[src/safety_cfg.svh]
// Constants shared by both ends of the safe-stop supervision link.
// Assumes a single 100 MHz clock on both ends.
`ifndef SAFETY_CFG_SVH
`define SAFETY_CFG_SVH

// ----------------------------------------
// Clock
// ----------------------------------------
`define CLK_PERIOD_NS 10

// ----------------------------------------
// Times in their own units
// ----------------------------------------
`define DISC_LIMIT_MS 50
`define RELAY_DROP_MS 15
`define CON_DELAY_US 250
`define SD_REACT_US 130
`define FB_PERIOD_MS 1
`define FC_DECIDE_MS 1
`define OUT_DELAY_US 200

// ----------------------------------------
// Times as clock cycles
// ----------------------------------------
`define DISC_LIMIT_CYC (`DISC_LIMIT_MS * 1000000 / `CLK_PERIOD_NS)
`define RELAY_DROP_CYC (`RELAY_DROP_MS * 1000000 / `CLK_PERIOD_NS)
`define CON_DELAY_CYC (`CON_DELAY_US * 1000 / `CLK_PERIOD_NS)
`define SD_REACT_CYC (`SD_REACT_US * 1000 / `CLK_PERIOD_NS)
`define FB_PERIOD_CYC (`FB_PERIOD_MS * 1000000 / `CLK_PERIOD_NS)
`define FC_DECIDE_CYC (`FC_DECIDE_MS * 1000000 / `CLK_PERIOD_NS)
`define OUT_DELAY_CYC (`OUT_DELAY_US * 1000 / `CLK_PERIOD_NS)

// Braking window of a controlled stop, kept inside the relay drop-out time
`define BRAKE_DEFAULT_CYC (`RELAY_DROP_CYC * 2 / 3)
// Length of one release-test step, well below the discrepancy limit
`define TEST_STEP_DEFAULT_CYC (`DISC_LIMIT_CYC * 2 / 5)

// ----------------------------------------
// Widths and reset values
// ----------------------------------------
`define CNT_W 24
`define STOP_CAT_0 1'b0
`define STOP_CAT_1 1'b1
`define RST_LOW 1'b0
`define RST_HIGH 1'b1

`endif

[src/safety_pkg.sv]
// Types shared by both ends of the safe-stop supervision link.
// Assumes safety_cfg.svh is on the include path.
`include "safety_cfg.svh"

package safety_pkg;

  // ----------------------------------------
  // Drive-side states
  // ----------------------------------------
  typedef enum logic [1:0] {
    S_IDLE = 2'h0,  // Controller off, relays follow commands
    S_RUN = 2'h1,   // Controller enabled
    S_BRAKE = 2'h2, // Controlled stop in progress
    S_STOP = 2'h3   // Energy removed, waits for release
  } dev_state_t;

  // ----------------------------------------
  // Controller-side states
  // ----------------------------------------
  typedef enum logic [2:0] {
    H_IDLE = 3'h0,  // Waiting for test start
    H_STEP1 = 3'h1, // Both relays off
    H_STEP2 = 3'h2, // Relay A alone
    H_STEP3 = 3'h3, // Relay B alone
    H_RUN = 3'h4,   // Commissioned, monitoring
    H_FAIL = 3'h5   // Safety function defective
  } host_state_t;

  // ----------------------------------------
  // Register images
  // ----------------------------------------
  typedef struct packed {
    dev_state_t st;
    logic [1:0] sync_a;
    logic [1:0] sync_b;
    logic [`CNT_W-1:0] disc_cnt;
    logic [`CNT_W-1:0] brake_cnt;
    logic en_prev;
    logic fault_disc;
    logic fault_norelay;
    logic relay_a;
    logic relay_b;
    logic inh_up;
    logic inh_lo;
    logic ctrl_en;
    logic brake;
  } dev_regs_t;

  typedef struct packed {
    host_state_t st;
    logic [1:0] sync_mv;
    logic [`CNT_W-1:0] cnt;
    logic [`CNT_W-1:0] mis_cnt;
    logic cmd_a;
    logic cmd_b;
    logic enable;
    logic stop;
    logic stop_cat;
    logic clr;
    logic contactor;
    logic pass;
    logic fail;
  } host_regs_t;

endpackage

[src/safety_link_if.sv]
// Link between the drive's supervision logic and the fieldbus controller.
// Both ends share one clock; the bench joins them through this interface.
interface safety_link_if;

  // ----------------------------------------
  // Controller to drive
  // ----------------------------------------
  logic relay_a_cmd;   // Energise safety relay A
  logic relay_b_cmd;   // Energise safety relay B
  logic enable_req;    // Drive enable, rising edge starts
  logic stop_req;      // Stop request, level
  logic stop_cat;      // Stop category, 0 or 1
  logic fault_clear;   // Clears latched faults, pulse

  // ----------------------------------------
  // Drive to controller
  // ----------------------------------------
  logic relay_a_state; // Synchronised contact A
  logic relay_b_state; // Synchronised contact B
  logic fault_disc;    // Contact discrepancy fault
  logic fault_norelay; // Enabled without relays fault
  logic drive_active;  // Controller enabled

  modport drive (
    input relay_a_cmd, relay_b_cmd, enable_req, stop_req, stop_cat, fault_clear,
    output relay_a_state, relay_b_state, fault_disc, fault_norelay, drive_active
  );

  modport ctrl (
    output relay_a_cmd, relay_b_cmd, enable_req, stop_req, stop_cat, fault_clear,
    input relay_a_state, relay_b_state, fault_disc, fault_norelay, drive_active
  );

endinterface

[src/safe_stop_drive.sv]
// Safe-stop supervision logic of the servo drive.
// Assumes the controller end on the same clock, contacts arriving from pins.
`include "safety_cfg.svh"

module safe_stop_drive
  import safety_pkg::*;
#(
  parameter int DISC_CYC = `DISC_LIMIT_CYC,  // Contact discrepancy limit
  parameter int BRAKE_CYC = `BRAKE_DEFAULT_CYC // Category 1 braking window
) (
  input wire logic clk,                 // 100 MHz clock
  input wire logic reset,               // Synchronous reset, high
  safety_link_if.drive link,            // Link to fieldbus controller
  input wire logic aux_contact_a,       // Relay A auxiliary contact pin
  input wire logic aux_contact_b,       // Relay B auxiliary contact pin
  output logic safety_relay_a,          // Relay A coil drive
  output logic safety_relay_b,          // Relay B coil drive
  output logic gate_inhibit_upper,      // Blocks upper power switches
  output logic gate_inhibit_lower,      // Blocks lower power switches
  output logic controller_enable,       // Motor controller enable
  output logic brake_active             // Controlled braking in progress
);

  // ----------------------------------------
  // State
  // ----------------------------------------
  dev_regs_t r_reg; // Registered state
  dev_regs_t r_next; // Next state

  // ----------------------------------------
  // Fault check helpers
  // ----------------------------------------

  // Timer end reached for a given count and limit
  function automatic logic cnt_done(input logic [`CNT_W-1:0] cnt, input int lim);
    logic [`CNT_W-1:0] last;
    last = `CNT_W'(lim - 1);
    return cnt >= last;
  endfunction

  // ----------------------------------------
  // Next-state logic
  // ----------------------------------------

  // Contact sampling, discrepancy timer, faults and stop sequencing
  always_comb begin
    logic a;
    logic b;
    logic fault_any;
    logic en_rise;
    a = 1'b0;
    b = 1'b0;
    fault_any = 1'b0;
    en_rise = 1'b0;
    r_next = r_reg;

    // Two-flop synchronisers, only the second stage is read
    r_next.sync_a = {r_reg.sync_a[0], aux_contact_a};
    r_next.sync_b = {r_reg.sync_b[0], aux_contact_b};
    a = r_reg.sync_a[1];
    b = r_reg.sync_b[1];

    // Clear first so that a fault in the same cycle wins
    if (link.fault_clear) begin
      r_next.fault_disc = 1'b0;
      r_next.fault_norelay = 1'b0;
    end

    // Discrepancy timer runs only while the contacts disagree
    if (a != b) begin
      if (cnt_done(r_reg.disc_cnt, DISC_CYC)) begin
        r_next.fault_disc = 1'b1;
      end else begin
        r_next.disc_cnt = r_reg.disc_cnt + `CNT_W'(1);
      end
    end else begin
      r_next.disc_cnt = '0;
    end

    // Controller enabled while either relay is dropped
    if (r_reg.ctrl_en && !(a && b)) begin
      r_next.fault_norelay = 1'b1;
    end

    fault_any = r_next.fault_disc || r_next.fault_norelay;
    en_rise = link.enable_req && !r_reg.en_prev;
    r_next.en_prev = link.enable_req;
    r_next.brake = 1'b0;

    case (r_reg.st)
      // Idle: relays follow commands, start only on a fresh enable edge
      S_IDLE: begin
        r_next.brake_cnt = '0;
        if (link.stop_req) begin
          r_next.st = S_STOP;
        end else if (en_rise && !fault_any) begin
          // A latched fault refuses the enable edge
          r_next.st = S_RUN;
        end
      end
      // Running: stop wins over everything else
      S_RUN: begin
        if (link.stop_req && link.stop_cat == `STOP_CAT_1) begin
          r_next.st = S_BRAKE;
          r_next.brake_cnt = '0;
        end else if (link.stop_req || fault_any) begin
          r_next.st = S_STOP;
        end else if (!link.enable_req) begin
          r_next.st = S_IDLE;
        end
      end
      // Controlled stop: keep energy for the braking window
      S_BRAKE: begin
        if (fault_any || link.stop_cat == `STOP_CAT_0) begin
          r_next.st = S_STOP;
        end else if (cnt_done(r_reg.brake_cnt, BRAKE_CYC)) begin
          r_next.st = S_STOP;
        end else begin
          r_next.brake_cnt = r_reg.brake_cnt + `CNT_W'(1);
        end
      end
      // Stopped: leave only when stop and enable are both gone
      S_STOP: begin
        if (!link.stop_req && !link.enable_req) begin
          r_next.st = S_IDLE;
        end
      end
      default: begin
        r_next.st = S_STOP;
      end
    endcase

    // Braking output while the controlled stop runs
    r_next.brake = (r_next.st == S_BRAKE);

    // Controller runs only in run and braking states
    r_next.ctrl_en = (r_next.st == S_RUN) || (r_next.st == S_BRAKE);

    // Relays dropped once stopped, otherwise as commanded
    if (r_next.st == S_STOP) begin
      r_next.relay_a = 1'b0;
      r_next.relay_b = 1'b0;
    end else begin
      r_next.relay_a = link.relay_a_cmd;
      r_next.relay_b = link.relay_b_cmd;
    end

    // Independent inhibit channels, one per bridge half
    r_next.inh_up = !(r_next.relay_a && r_next.ctrl_en);
    r_next.inh_lo = !(r_next.relay_b && r_next.ctrl_en);
  end

  // ----------------------------------------
  // Registers
  // ----------------------------------------

  // Single register stage for the whole state
  always_ff @(posedge clk) begin
    if (reset) begin
      r_reg.st <= S_IDLE;
      r_reg.sync_a <= 2'h0;
      r_reg.sync_b <= 2'h0;
      r_reg.disc_cnt <= '0;
      r_reg.brake_cnt <= '0;
      r_reg.en_prev <= `RST_HIGH;
      r_reg.fault_disc <= `RST_LOW;
      r_reg.fault_norelay <= `RST_LOW;
      r_reg.relay_a <= `RST_LOW;
      r_reg.relay_b <= `RST_LOW;
      r_reg.inh_up <= `RST_HIGH;
      r_reg.inh_lo <= `RST_HIGH;
      r_reg.ctrl_en <= `RST_LOW;
      r_reg.brake <= `RST_LOW;
    end else begin
      r_reg <= r_next;
    end
  end

  // ----------------------------------------
  // Outputs, all straight from flops
  // ----------------------------------------

  // Pin side
  assign safety_relay_a = r_reg.relay_a;
  assign safety_relay_b = r_reg.relay_b;
  assign gate_inhibit_upper = r_reg.inh_up;
  assign gate_inhibit_lower = r_reg.inh_lo;
  assign controller_enable = r_reg.ctrl_en;
  assign brake_active = r_reg.brake;

  // Status to controller, updated every cycle
  assign link.relay_a_state = r_reg.sync_a[1];
  assign link.relay_b_state = r_reg.sync_b[1];
  assign link.fault_disc = r_reg.fault_disc;
  assign link.fault_norelay = r_reg.fault_norelay;
  assign link.drive_active = r_reg.ctrl_en;

endmodule

[src/flat_wrapper.sv]
// flat-port wrapper written by rule: the top's interface ports become plain ports
module safe_stop_drive_flat import safety_pkg::*;
#(
  parameter int DISC_CYC = `DISC_LIMIT_CYC,                              
  parameter int BRAKE_CYC = `BRAKE_DEFAULT_CYC                             
)
  (clk, reset, aux_contact_a, aux_contact_b, safety_relay_a, safety_relay_b, gate_inhibit_upper, gate_inhibit_lower, controller_enable, brake_active, link_relay_a_cmd, link_relay_b_cmd, link_enable_req, link_stop_req, link_stop_cat, link_fault_clear, link_relay_a_state, link_relay_b_state, link_fault_disc, link_fault_norelay, link_drive_active);
  safety_link_if link_i ();
  input wire logic clk;
  input wire logic reset;
  input wire logic aux_contact_a;
  input wire logic aux_contact_b;
  output logic safety_relay_a;
  output logic safety_relay_b;
  output logic gate_inhibit_upper;
  output logic gate_inhibit_lower;
  output logic controller_enable;
  output logic brake_active;
  input wire logic [$bits(link_i.relay_a_cmd)-1:0] link_relay_a_cmd;
  input wire logic [$bits(link_i.relay_b_cmd)-1:0] link_relay_b_cmd;
  input wire logic [$bits(link_i.enable_req)-1:0] link_enable_req;
  input wire logic [$bits(link_i.stop_req)-1:0] link_stop_req;
  input wire logic [$bits(link_i.stop_cat)-1:0] link_stop_cat;
  input wire logic [$bits(link_i.fault_clear)-1:0] link_fault_clear;
  output wire logic [$bits(link_i.relay_a_state)-1:0] link_relay_a_state;
  output wire logic [$bits(link_i.relay_b_state)-1:0] link_relay_b_state;
  output wire logic [$bits(link_i.fault_disc)-1:0] link_fault_disc;
  output wire logic [$bits(link_i.fault_norelay)-1:0] link_fault_norelay;
  output wire logic [$bits(link_i.drive_active)-1:0] link_drive_active;
  assign link_i.relay_a_cmd = link_relay_a_cmd;
  assign link_i.relay_b_cmd = link_relay_b_cmd;
  assign link_i.enable_req = link_enable_req;
  assign link_i.stop_req = link_stop_req;
  assign link_i.stop_cat = link_stop_cat;
  assign link_i.fault_clear = link_fault_clear;
  assign link_relay_a_state = link_i.relay_a_state;
  assign link_relay_b_state = link_i.relay_b_state;
  assign link_fault_disc = link_i.fault_disc;
  assign link_fault_norelay = link_i.fault_norelay;
  assign link_drive_active = link_i.drive_active;
  safe_stop_drive #(.DISC_CYC(DISC_CYC), .BRAKE_CYC(BRAKE_CYC)) u_core (.clk(clk), .reset(reset), .link(link_i), .aux_contact_a(aux_contact_a), .aux_contact_b(aux_contact_b), .safety_relay_a(safety_relay_a), .safety_relay_b(safety_relay_b), .gate_inhibit_upper(gate_inhibit_upper), .gate_inhibit_lower(gate_inhibit_lower), .controller_enable(controller_enable), .brake_active(brake_active));
endmodule
[config.mk]
export PLATFORM = sky130hd
export DESIGN_NAME = safe_stop_drive_flat
export DESIGN_NICKNAME = d
export VERILOG_FILES = /design/src/safety_pkg.sv /design/src/safety_link_if.sv /design/src/safe_stop_drive.sv /design/src/flat_wrapper.sv
export VERILOG_INCLUDE_DIRS = /design/src
export SDC_FILE = /design/constraint.sdc
export NUM_CORES = 1
export LEC_CHECK = 0
export BUFFER_PORTS_ARGS = -buffer_cell sky130_fd_sc_hd__buf_2
export CORE_ASPECT_RATIO = 0.9
export CORE_MARGIN = 1.5
export CORE_UTILIZATION = 60
export CTS_CLUSTER_SIZE = 14
export DETAILED_ROUTE_END_ITERATION = 12
export GPL_ROUTABILITY_DRIVEN = 0
export PLACE_DENSITY = 0.82
export SETUP_SLACK_MARGIN = 0.2
export SLEW_MARGIN = 20
export SYNTH_ARGS = -nofsm -noshare
export SYNTH_HDL_FRONTEND = slang
export SYNTH_SLANG_ARGS = --single-unit
[constraint.sdc]
create_clock -name clk -period 6.1 [get_ports clk]
set_clock_uncertainty 0.15 [all_clocks]
set_input_delay 1.83 -clock clk [delete_from_list [all_inputs] [get_ports clk]]
set_output_delay 1.83 -clock clk [all_outputs]
set_load 0.02 [all_outputs]
==> reports/qor.csv, run 1 <==
stage,metric,value,unit
run_status,status,"finished, final reports clean",
yosys,synth-seq-cells,63,
worst_hold_path,hold_end,u_core.link.relay_b_state,
clock_tree,clk_latency,340,ps
critical_path,worstRegToRegCells,10,
clock_tree,clkSinkCount,63,
worst_hold_path,whs_path_depth,1,
yosys,synth_area_per_cell,8.429,um^2
critical_path,crit_path_start_kind,input pin,
timing,finalCritPeriodShare,67.28,%
timing,rsz0062_at_grt,false,
critical_path,cp_slowest_cell,or4_1,
critical_path,reg2reg_slack,2870,ps
die,die_y,70.56,um
layout,layout_commonest_cell,dfxtp_1,
clock_tree,post_cts_buffers,0,
timing,tightest_slew,932.3,ps
worst_hold_path,hold_class,register to register,
routing,ant_nets,0,
timing,hold_violations,0,
grt,antenna_found_initial,0,
grt,gr-usage-all-layers,24.53,%
critical_path,crit_chain,"buf_2, or4b_1, a2111oi_0, o21a_2, a31oi_4, or4_1, a21oi_1",
die,num_rows,24,
timing,setup_viol_count_final,0,
routing,wl_per_cell,14.48,um
worst_hold_path,hp-start,u_core.r_next[58],
timing,maxSlewViolCount,0,
routing,drt_iter0_markers,177,
grt,grt_pass1_vias,2378,
routing,drcViolationCount,0,
layout,final_cell_mix,"63 x dfxtp_1, 35 x nor2_1, 28 x a21oi_1",
placement,dp_hpwl,4177,um
clock_tree,clk_path_buf_depth,2,
grt,grt-ovfl-total,0,
layout,syn_to_final_growth,10.20,%
die,fp.dieW,78.07,um
routing,wl,6399,um
routing,num_vias,2661,
clock_tree,clockRootBuffer,clkbuf_8,
critical_path,timing.rr.start,u_core.r_reg[51],
critical_path,critPathMaxFanout,37,
power_and_ir_drop,powerDensity,273.6,nW/um^2
critical_path,endpoint_kind,register,
yosys,ys_warn_count,0,
yosys,synth.net_count,376,
die,io_pins,21,
yosys,synth_seq_area_share,41.45,%
yosys,synth_cells,361,
clock_tree,cts_tree,done,
power_and_ir_drop,leakage,1.109,nW
layout,nets,387,
power_and_ir_drop,power,0.9175,mW
routing,drtPass1Iterations,5,
timing,relSlewSlack,37.85,%
layout,final_cells,442,
yosys,syn_area,3043,um^2
placement,portBuffers,20,
layout,diodes,0,
timing,period_needed,4104,ps
critical_path,critical_path.startpoint,link_stop_cat,
placement,dp_cells,426,
critical_path,arrival,4230,ps
die,die_area,5508,um^2
clock_tree,htreeDepth,3,
die,core,4865,um^2
routing,vias_per_cell,6.020,
clock_tree,clk_pin_slew,80,ps
layout,drive_gt1_share,12.47,%
layout,largest_reg_flops,51,
clock_tree,hold_buffers,0,
die,start_util,62.55,%
clock_tree,cts_made_buffers,9,
critical_path,slowest_delay,610,ps
timing,max_freq,0.2436,GHz
critical_path,reg2reg_to,u_core.gate_inhibit_lower,
flow_run,maxCapViolations,0,
timing,fin_tns_setup,0,ps
power_and_ir_drop,irDropWorstVdd,0.0002441,V
clock_tree,post_cts_resized,0,
grt,grt_pass1_wl,10790,um
yosys,synth_cell_types,48,
grt,grt_max_degree,38,
critical_path,required,6220,ps
critical_path,crit_type,input pin to register,
[per-layer routing]
metal | part of all wire, % | GRT usage, % | vias up
met4 | 1.7 | 7.540 | 0
li1 | - | - | 1329
met5 | 0 | 0 | -
met2 | 43 | 37.39 | 78
met1 | 50 | 33.69 | 1241
met3 | 5.4 | 7.355 | 13
[cell type report]
class | count | area [um^2]
Clock buffer | 9 | 123.9
Clock inverter | 7 | 96.34
Fill cell | 393 | 1511
Inverter | 14 | 52.55
Multi-Input combinational cell | 263 | 1630
Sequential cell | 63 | 1261
Tap cell | 65 | 81.33
Timing Repair Buffer | 21 | 107.6
[worst max-delay path: cells and delay by family]
family / cells / cell delay (ps)
AOI/OAI and AO/OA: 4 / 1200
buffers and inverters: 1 / 120
and+or+nand+nor: 2 / 1080
[how the worst max path moves through the flow]
stage               slack (ps)  cells after the start                   endpoint
finish                    2000                      7           u_core.r_reg[26]
global route              1860                      7           u_core.r_reg[24]
CTS                       2020                      7           u_core.r_reg[26]
detailed placement        1710                      7           u_core.r_reg[27]
global placement          1870                      7           u_core.r_reg[27]
floorplan                 2220                      9  u_core.gate_inhibit_lower
[kinds of logic after synthesis]
group,after synthesis,share of synthesized area [%]
AND/OR/NAND/NOR,165,29.93
AO/OA/AOI/OAI,74,16.08
flip-flops,63,41.45
buffers and inverters,35,4.975
XOR/XNOR,18,5.181
adder cells (fa/ha/maj),5,2.056
multiplexers,1,0.3290
[per-stage QoR]
| step | utilization (%) | instance area [um^2] | setup slack [ps] | hold WS [ps] |
|---|---|---|---|---|
| after floorplan | - | 3043 | 2218 | 263.8 |
| final | 68.93 | 3353 | 1996 | 296.2 |
| after CTS | 68.93 | 3353 | 2025 | 303.7 |
| after global placement | 64.40 | 3133 | 1870 | 267.1 |
| after global routing | 68.93 | 3353 | 1857 | 326.6 |
| after detailed placement | 64.40 | 3133 | 1706 | 286.1 |
[report_power, final]
part           internal [mW]  switching, mW  total (mW)
Sequential             0.421        0.00692       0.427
Clock                  0.230          0.175       0.405
Combinational         0.0290         0.0557      0.0847
Total                  0.680          0.237       0.917
[synthesized netlist by cell type (all sizes together)]
library cell  number  area share [%]
o21a               2            0.53
or4b               2            0.66
and4               3            0.86
nand3b             1            0.25
buf                7             1.5
nand4              5             1.0
nand2             20             2.5
nand3             19             3.1
nand4b             2            0.58
mux2i              1            0.33
a21o               2            0.49
or2                3            0.62
nor4bb             3            0.99
clkbuf            14             1.7
o31ai              5             1.2
a31oi              3             1.1
a211o              1            0.29
dfxtp             63              41
or4                7             1.7
ha                 5             2.1
a211oi             1            0.25
inv               14             1.7
a2111oi            1            0.29
nand2b             6             1.2
nor3               5            0.82
nor2              35             4.3
nor4              17             3.5
nor4b              2            0.58
and3               9             1.9
a22oi              2            0.49
and2               6             1.2
or3               14             2.9
a21boi             1            0.25
o211ai             3            0.74
o22ai              2            0.41
a21bo              1            0.33
nor2b              6             1.2
o21ai             15             2.5
a31o               3            0.86
a311oi             4             1.7
xnor2             18             5.2
a21oi             28             4.6
(Power assumes the default switching activity.)
==> run 2, diff against run 1 <==
--- a/config.mk
+++ b/config.mk
@@ -6,14 +6,15 @@
 export SDC_FILE = /design/constraint.sdc
 export NUM_CORES = 1
 export LEC_CHECK = 0
+export ABC_AREA = 1
 export BUFFER_PORTS_ARGS = -buffer_cell sky130_fd_sc_hd__buf_2
 export CORE_ASPECT_RATIO = 0.9
 export CORE_MARGIN = 1.5
-export CORE_UTILIZATION = 60
+export CORE_UTILIZATION = 55
 export CTS_CLUSTER_SIZE = 14
 export DETAILED_ROUTE_END_ITERATION = 12
 export GPL_ROUTABILITY_DRIVEN = 0
-export PLACE_DENSITY = 0.82
+export PLACE_DENSITY = 0.79
 export SETUP_SLACK_MARGIN = 0.2
 export SLEW_MARGIN = 20
 export SYNTH_ARGS = -nofsm -noshare
==> constraint.sdc (replaced) <==
create_clock -name clk -period 3.3 [get_ports clk]
set_clock_uncertainty 0.15 [all_clocks]
set_input_delay 0.99 -clock clk [delete_from_list [all_inputs] [get_ports clk]]
set_output_delay 0.99 -clock clk [all_outputs]
set_load 0.02 [all_outputs]
==> reports/qor.csv, run 2 <==
stage,metric,value,unit
run_status,status,"finished, final reports clean",
critical_path,timing.rr.start,u_core.r_reg[9],
die,die_y,77.89,um
yosys,synth-seq-cells,63,
yosys,ys_warn_count,0,
power_and_ir_drop,irDropWorstVdd,0.0003641,V
layout,drive_gt1_share,11.26,%
clock_tree,post_cts_resized,0,
yosys,yosysMostFrequentCell,nand2_1,
layout,final_area,3731,um^2
grt,grt_busiest_layer,met2,
timing,maxSlewViolCount,0,
critical_path,reg2reg_to,u_core.gate_inhibit_lower,
yosys,synth_area_leaders,"dfxtp_1 37%, nand2_1 11%, inv_1 7.4%, nor2_1 7.3%, a21oi_1 6.3%",
routing,wl_per_cell,12.24,um
yosys,synth_seq_area_share,36.80,%
timing,fin_tns_setup,0,ps
clock_tree,clk_pin_slew,70,ps
routing,drtPass1Iterations,5,
critical_path,required,3390,ps
yosys,syn_area,3427,um^2
grt,met1_usage,30.38,%
die,die_area,6714,um^2
placement,dpl_cell_area,3548,um^2
yosys,synth-edff-count,0,
grt,grt_pass1_vias,2839,
die,fp.dieW,86.21,um
critical_path,critPathMaxFanout,5,
placement,portBuffers,20,
worst_hold_path,hp-start,u_core.r_next[58],
timing,rsz0062_at_grt,false,
routing,drt_iter0_markers,262,
layout,nets,534,
clock_tree,clkSinkCount,63,
worst_hold_path,hold_end,u_core.link.relay_b_state,
timing,tightest_slew,848.8,ps
timing,period_needed,2566,ps
yosys,synth_area_per_cell,6.854,um^2
critical_path,critical_path.startpoint,u_core.r_reg[9],
clock_tree,cts_tree,done,
critical_path,worstRegToRegCells,17,
yosys,synth.net_count,515,
worst_hold_path,hold_class,register to register,
routing,wl,7295,um
clock_tree,cts_made_buffers,9,
yosys,async_flop_share,0,%
layout,layout_commonest_cell,nand2_1,
critical_path,reg2reg_slack,730,ps
clock_tree,clk_latency,340,ps
routing,drcViolationCount,0,
die,core,6081,um^2
grt,met2_usage,36.38,%
yosys,synth_cell_types,34,
timing,hold_violations,0,
layout,diodes,0,
clock_tree,htreeDepth,3,
routing,num_vias,3206,
critical_path,arrival,2660,ps
routing,vias_per_cell,5.379,
routing,ant_nets,0,
die,start_util,56.36,%
clock_tree,post_cts_buffers,0,
yosys,synthFlopType,dfxtp_1,
layout,largest_reg_flops,51,
layout,syn_to_final_growth,8.872,%
yosys,synth_common_cells,"102 x nand2_1, 68 x inv_1, 67 x nor2_1",
yosys,synth.largest_area_cell,dfxtp_1,
die,num_rows,27,
clock_tree,hold_buffers,0,
layout,final.fill_count,538,
power_and_ir_drop,leakage,1.461,nW
timing,relSlewSlack,43.21,%
grt,grt-ovfl-total,0,
placement,dp_hpwl,5192,um
clock_tree,clockRootBuffer,clkbuf_8,
grt,gr-usage-met3,5.213,%
grt,antenna_found_initial,0,
die,io_pins,21,
worst_hold_path,whs_path_depth,2,
critical_path,crit_path_start_kind,register,
flow_run,maxCapViolations,0,
yosys,synth_top_cell_area_share,36.80,%
grt,grt_pass1_wl,12270,um
yosys,synth_cells,500,
clock_tree,clk_path_buf_depth,2,
critical_path,crit_type,register to register,
critical_path,endpoint_kind,register,
grt,gr-usage-all-layers,23.02,%
timing,max_freq,0.3898,GHz
timing,finalCritPeriodShare,77.75,%
layout,final_cell_mix,"102 x nand2_1, 68 x inv_1, 67 x nor2_1",
power_and_ir_drop,powerDensity,447.7,nW/um^2
grt,grt_max_degree,34,
timing,setup_viol_count_final,0,
-- run 2: worst max path at each step --
stage,to,slack [ps]
2_1_floorplan,u_core.gate_inhibit_lower,900
3_3_place_gp,u_core.gate_inhibit_upper,740
3_5_place_dp,u_core.r_reg[12],670
4_1_cts,u_core.gate_inhibit_upper,760
5_1_grt,u_core.gate_inhibit_upper,580
6_report,u_core.gate_inhibit_lower,730
-- run 2: power by group --
part	total, mW	internal (mW)	leakage [nW]	switching [mW]
clock network	0.609	0.295	0.0849	0.314
logic	0.262	0.0725	0.865	0.190
registers	0.800	0.785	0.511	0.0147
total	1.67	1.15	1.46	0.518
-- run 2: area by class of cell --
type / count / area, um^2 / share of cell area [%]
Multi-Input combinational cell: 352 / 1812 / 48.56
Timing Repair Buffer: 23 / 122.6 / 3.286
Clock inverter: 6 / 45.04 / 1.207
Inverter: 70 / 262.8 / 7.042
Tap cell: 72 / 90.09 / 2.414
Sequential cell: 63 / 1261 / 33.80
Clock buffer: 10 / 137.6 / 3.689
-- run 2: metal layers --
metal	part of all wire [%]	up-vias	routed length, um
met3	6.5	12	477
met4	1.5	0	113
met2	43	101	3139
met1	49	1451	3565
met5	0	-	0
li1	-	1642	-
-- run 2: stage by stage --
step           cells  power [mW]  hold WS, ps  util (%)  setup WS (ps)
2_1_floorplan    500       1.023        238.3         -          899.8
3_3_place_gp     580       1.069        243.4     58.35          739.7
3_5_place_dp     580       1.076        246.0     58.35          672.4
4_1_cts          596       1.683        256.8     61.36          755.3
5_1_grt          596       1.736        279.2     61.36          579.7
6_report         596       1.670        255.5     61.36          734.3
-- run 2: logic make-up (layout without fill, tap and decap cells) --
logic type | after synthesis | after routing | synth area share [%]
AOI/OAI and AO/OA | 66 | 66 | 10.52
DFF | 63 | 63 | 36.80
xor gates and xnor gates | 23 | 23 | 5.878
buffers and inverters | 85 | 109 | 10.33
and+or+nand+nor | 258 | 258 | 34.65
adders and majority gates | 5 | 5 | 1.825
-- run 2: worst max-delay path, stage by stage (launching register included) --
cell and delay [ps]:
dfxtp_1 410, ha_1 340, nand2_2 100, nor2_4 170, nand2_2 80, nand2_1 70, nand2_1 60, nand2_1 60
nand2_1 50, nand2_1 60, nand2_1 80, nand2_2 100, o21ai_4 70, nand3_1 100, nand2_1 110, ha_1 330
inv_1 80, nand2_1 50
==> run 3, diff against run 2 <==
--- a/config.mk
+++ b/config.mk
@@ -10,11 +10,11 @@
 export BUFFER_PORTS_ARGS = -buffer_cell sky130_fd_sc_hd__buf_2
 export CORE_ASPECT_RATIO = 0.9
 export CORE_MARGIN = 1.5
-export CORE_UTILIZATION = 55
+export CORE_UTILIZATION = 60
 export CTS_CLUSTER_SIZE = 14
 export DETAILED_ROUTE_END_ITERATION = 12
 export GPL_ROUTABILITY_DRIVEN = 0
-export PLACE_DENSITY = 0.79
+export PLACE_DENSITY = 0.82
 export SETUP_SLACK_MARGIN = 0.2
 export SLEW_MARGIN = 20
 export SYNTH_ARGS = -nofsm -noshare
==> constraint.sdc (replaced) <==
create_clock -name clk -period 2.5 [get_ports clk]
set_clock_uncertainty 0.15 [all_clocks]
set_input_delay 0.75 -clock clk [delete_from_list [all_inputs] [get_ports clk]]
set_output_delay 0.75 -clock clk [all_outputs]
set_load 0.02 [all_outputs]
==> reports/qor.csv, run 3 (synthesis gave the netlist of run 2 again) <==
stage,metric,value,unit
critical_path,crit_type,register to register,
die,die_y,74.70,um
routing,drt_iter0_markers,310,
die,num_rows,25,
timing,relSlewSlack,67.52,%
clock_tree,htreeDepth,3,
timing,max_freq,0.4470,GHz
layout,nets,546,
routing,vias_per_cell,5.450,
routing,ant_nets,0,
critical_path,required,2600,ps
critical_path,slowest_delay,340,ps
timing,tightest_slew,483.5,ps
critical_path,critPathMaxFanout,4,
placement,portBuffers,20,
timing,hold_violations,0,
die,die_area,6175,um^2
placement,dp_cells,581,
clock_tree,clk_pin_slew,70,ps
grt,grt_pass1_vias,2914,
placement,dp_hpwl,5461,um
layout,layout_commonest_cell,nand2_1,
layout,seq_area,1274,um^2
clock_tree,clockRootBuffer,clkbuf_8,
routing,num_vias,3281,
die,fp.dieW,82.67,um
critical_path,crit_chain,"nand2_2, inv_1, nand2_1, nor2_1, nor2_2, nand3_4, nand2_4, nand4_1, o21bai_1, nand3_2, nand2_4, inv_1, ha_2, nor2_2, nand2_1",
layout,final_cell_mix,"100 x nand2_1, 67 x inv_1, 62 x nor2_1",
die,io_pins,21,
grt,grt-ovfl-total,0,
worst_hold_path,hold_class,register to register,
routing,wl_per_cell,13.34,um
grt,antenna_found_initial,0,
critical_path,cp_slowest_cell,dfxtp_2,
power_and_ir_drop,power,2.360,mW
run_status,status,"finished, final reports clean",
timing,holdWs,258.6,ps
clock_tree,clk_latency,360,ps
timing,rsz0062_at_grt,true,
clock_tree,clk_path_buf_depth,2,
timing,period_needed,2237,ps
critical_path,critical-path-top-delay-family,simple AND/OR/NAND/NOR gates,
layout,final_cells,602,
grt,gr-usage-all-layers,27.29,%
critical_path,crit_path_start_kind,register,
power_and_ir_drop,irDropWorstVdd,0.0005907,V
layout,syn_to_final_growth,14.64,%
layout,final_area,3929,um^2
layout,diodes,0,
flow_run,maxCapViolations,0,
critical_path,arrival,2330,ps
power_and_ir_drop,powerDensity,600.8,nW/um^2
clock_tree,clkSinkCount,63,
layout,drive_gt1_share,17.38,%
power_and_ir_drop,leakage,1.533,nW
timing,finalCritPeriodShare,89.49,%
timing,maxSlewViolCount,0,
routing,wl,8032,um
critical_path,cp.buffers_inverters,2,
layout,multi_input_area,1896,um^2
layout,final.fill_count,403,
clock_tree,cts_made_buffers,9,
routing,drtPass1Iterations,5,
clock_tree,cts_tree,done,
critical_path,reg2reg_slack,260,ps
die,core,5380,um^2
grt,grt_max_degree,34,
routing,drcViolationCount,0,
critical_path,endpoint_kind,register,
timing,setup_viol_count_final,0,
layout,largest_reg_flops,51,
die,start_util,63.70,%
placement,dpl_cell_area,3587,um^2
grt,grt_pass1_wl,12770,um
timing,fin_tns_setup,0,ps
==> run 3: area by class of cell <==
type                    count  share of cell area, %
multi-input cells         352                  48.25
clock inverters             5                  1.497
well taps                  67                  2.134
clock buffers              10                  3.503
inverters                  70                  6.783
repair buffers             35                  5.414
flip-flops and latches     63                  32.42
==> run 3: repair_timing <==
action,CTS,global route
setup buffers,1,5
pin swaps,1,12
setup endpoints to repair,3,37
hold buffers,0,0
gates resized for setup,4,27
==> run 3: stage by stage <==
step           setup slack, ps  utilization, %
2_1_floorplan            294.6               -
3_3_place_gp             289.5           66.67
3_5_place_dp             130.5           66.67
4_1_cts                  203.4           70.70
5_1_grt                  133.4           73.02
6_report                 262.8           73.02
==> run 3: final timing paths <==
check,startpoint,endpoint,cells after the start
max,u_core.r_reg[51],u_core.gate_inhibit_lower,15
min,u_core.r_next[60],u_core.link.relay_a_state,2
max reg2reg,u_core.r_reg[51],u_core.gate_inhibit_lower,15
min reg2reg,u_core.r_next[60],u_core.link.relay_a_state,2
==> run 3: power by group <==
group | switching [mW] | total [mW] | internal, mW
Combinational | 0.274 | 0.402 | 0.128
Sequential | 0.0199 | 1.06 | 1.04
Clock | 0.421 | 0.902 | 0.481
==> run 3: layer usage <==
layer	GRT usage (%)	part of all wire [%]
met1	36.12	46
met2	42.37	45
met3	7.273	6.7
met4	11.30	2.0
met5	0	0
==> run 3: worst min-delay path: stages (launching register included) <==
cell     delay [ps]
dfxtp_1         300
inv_1            40
nor2_1           30
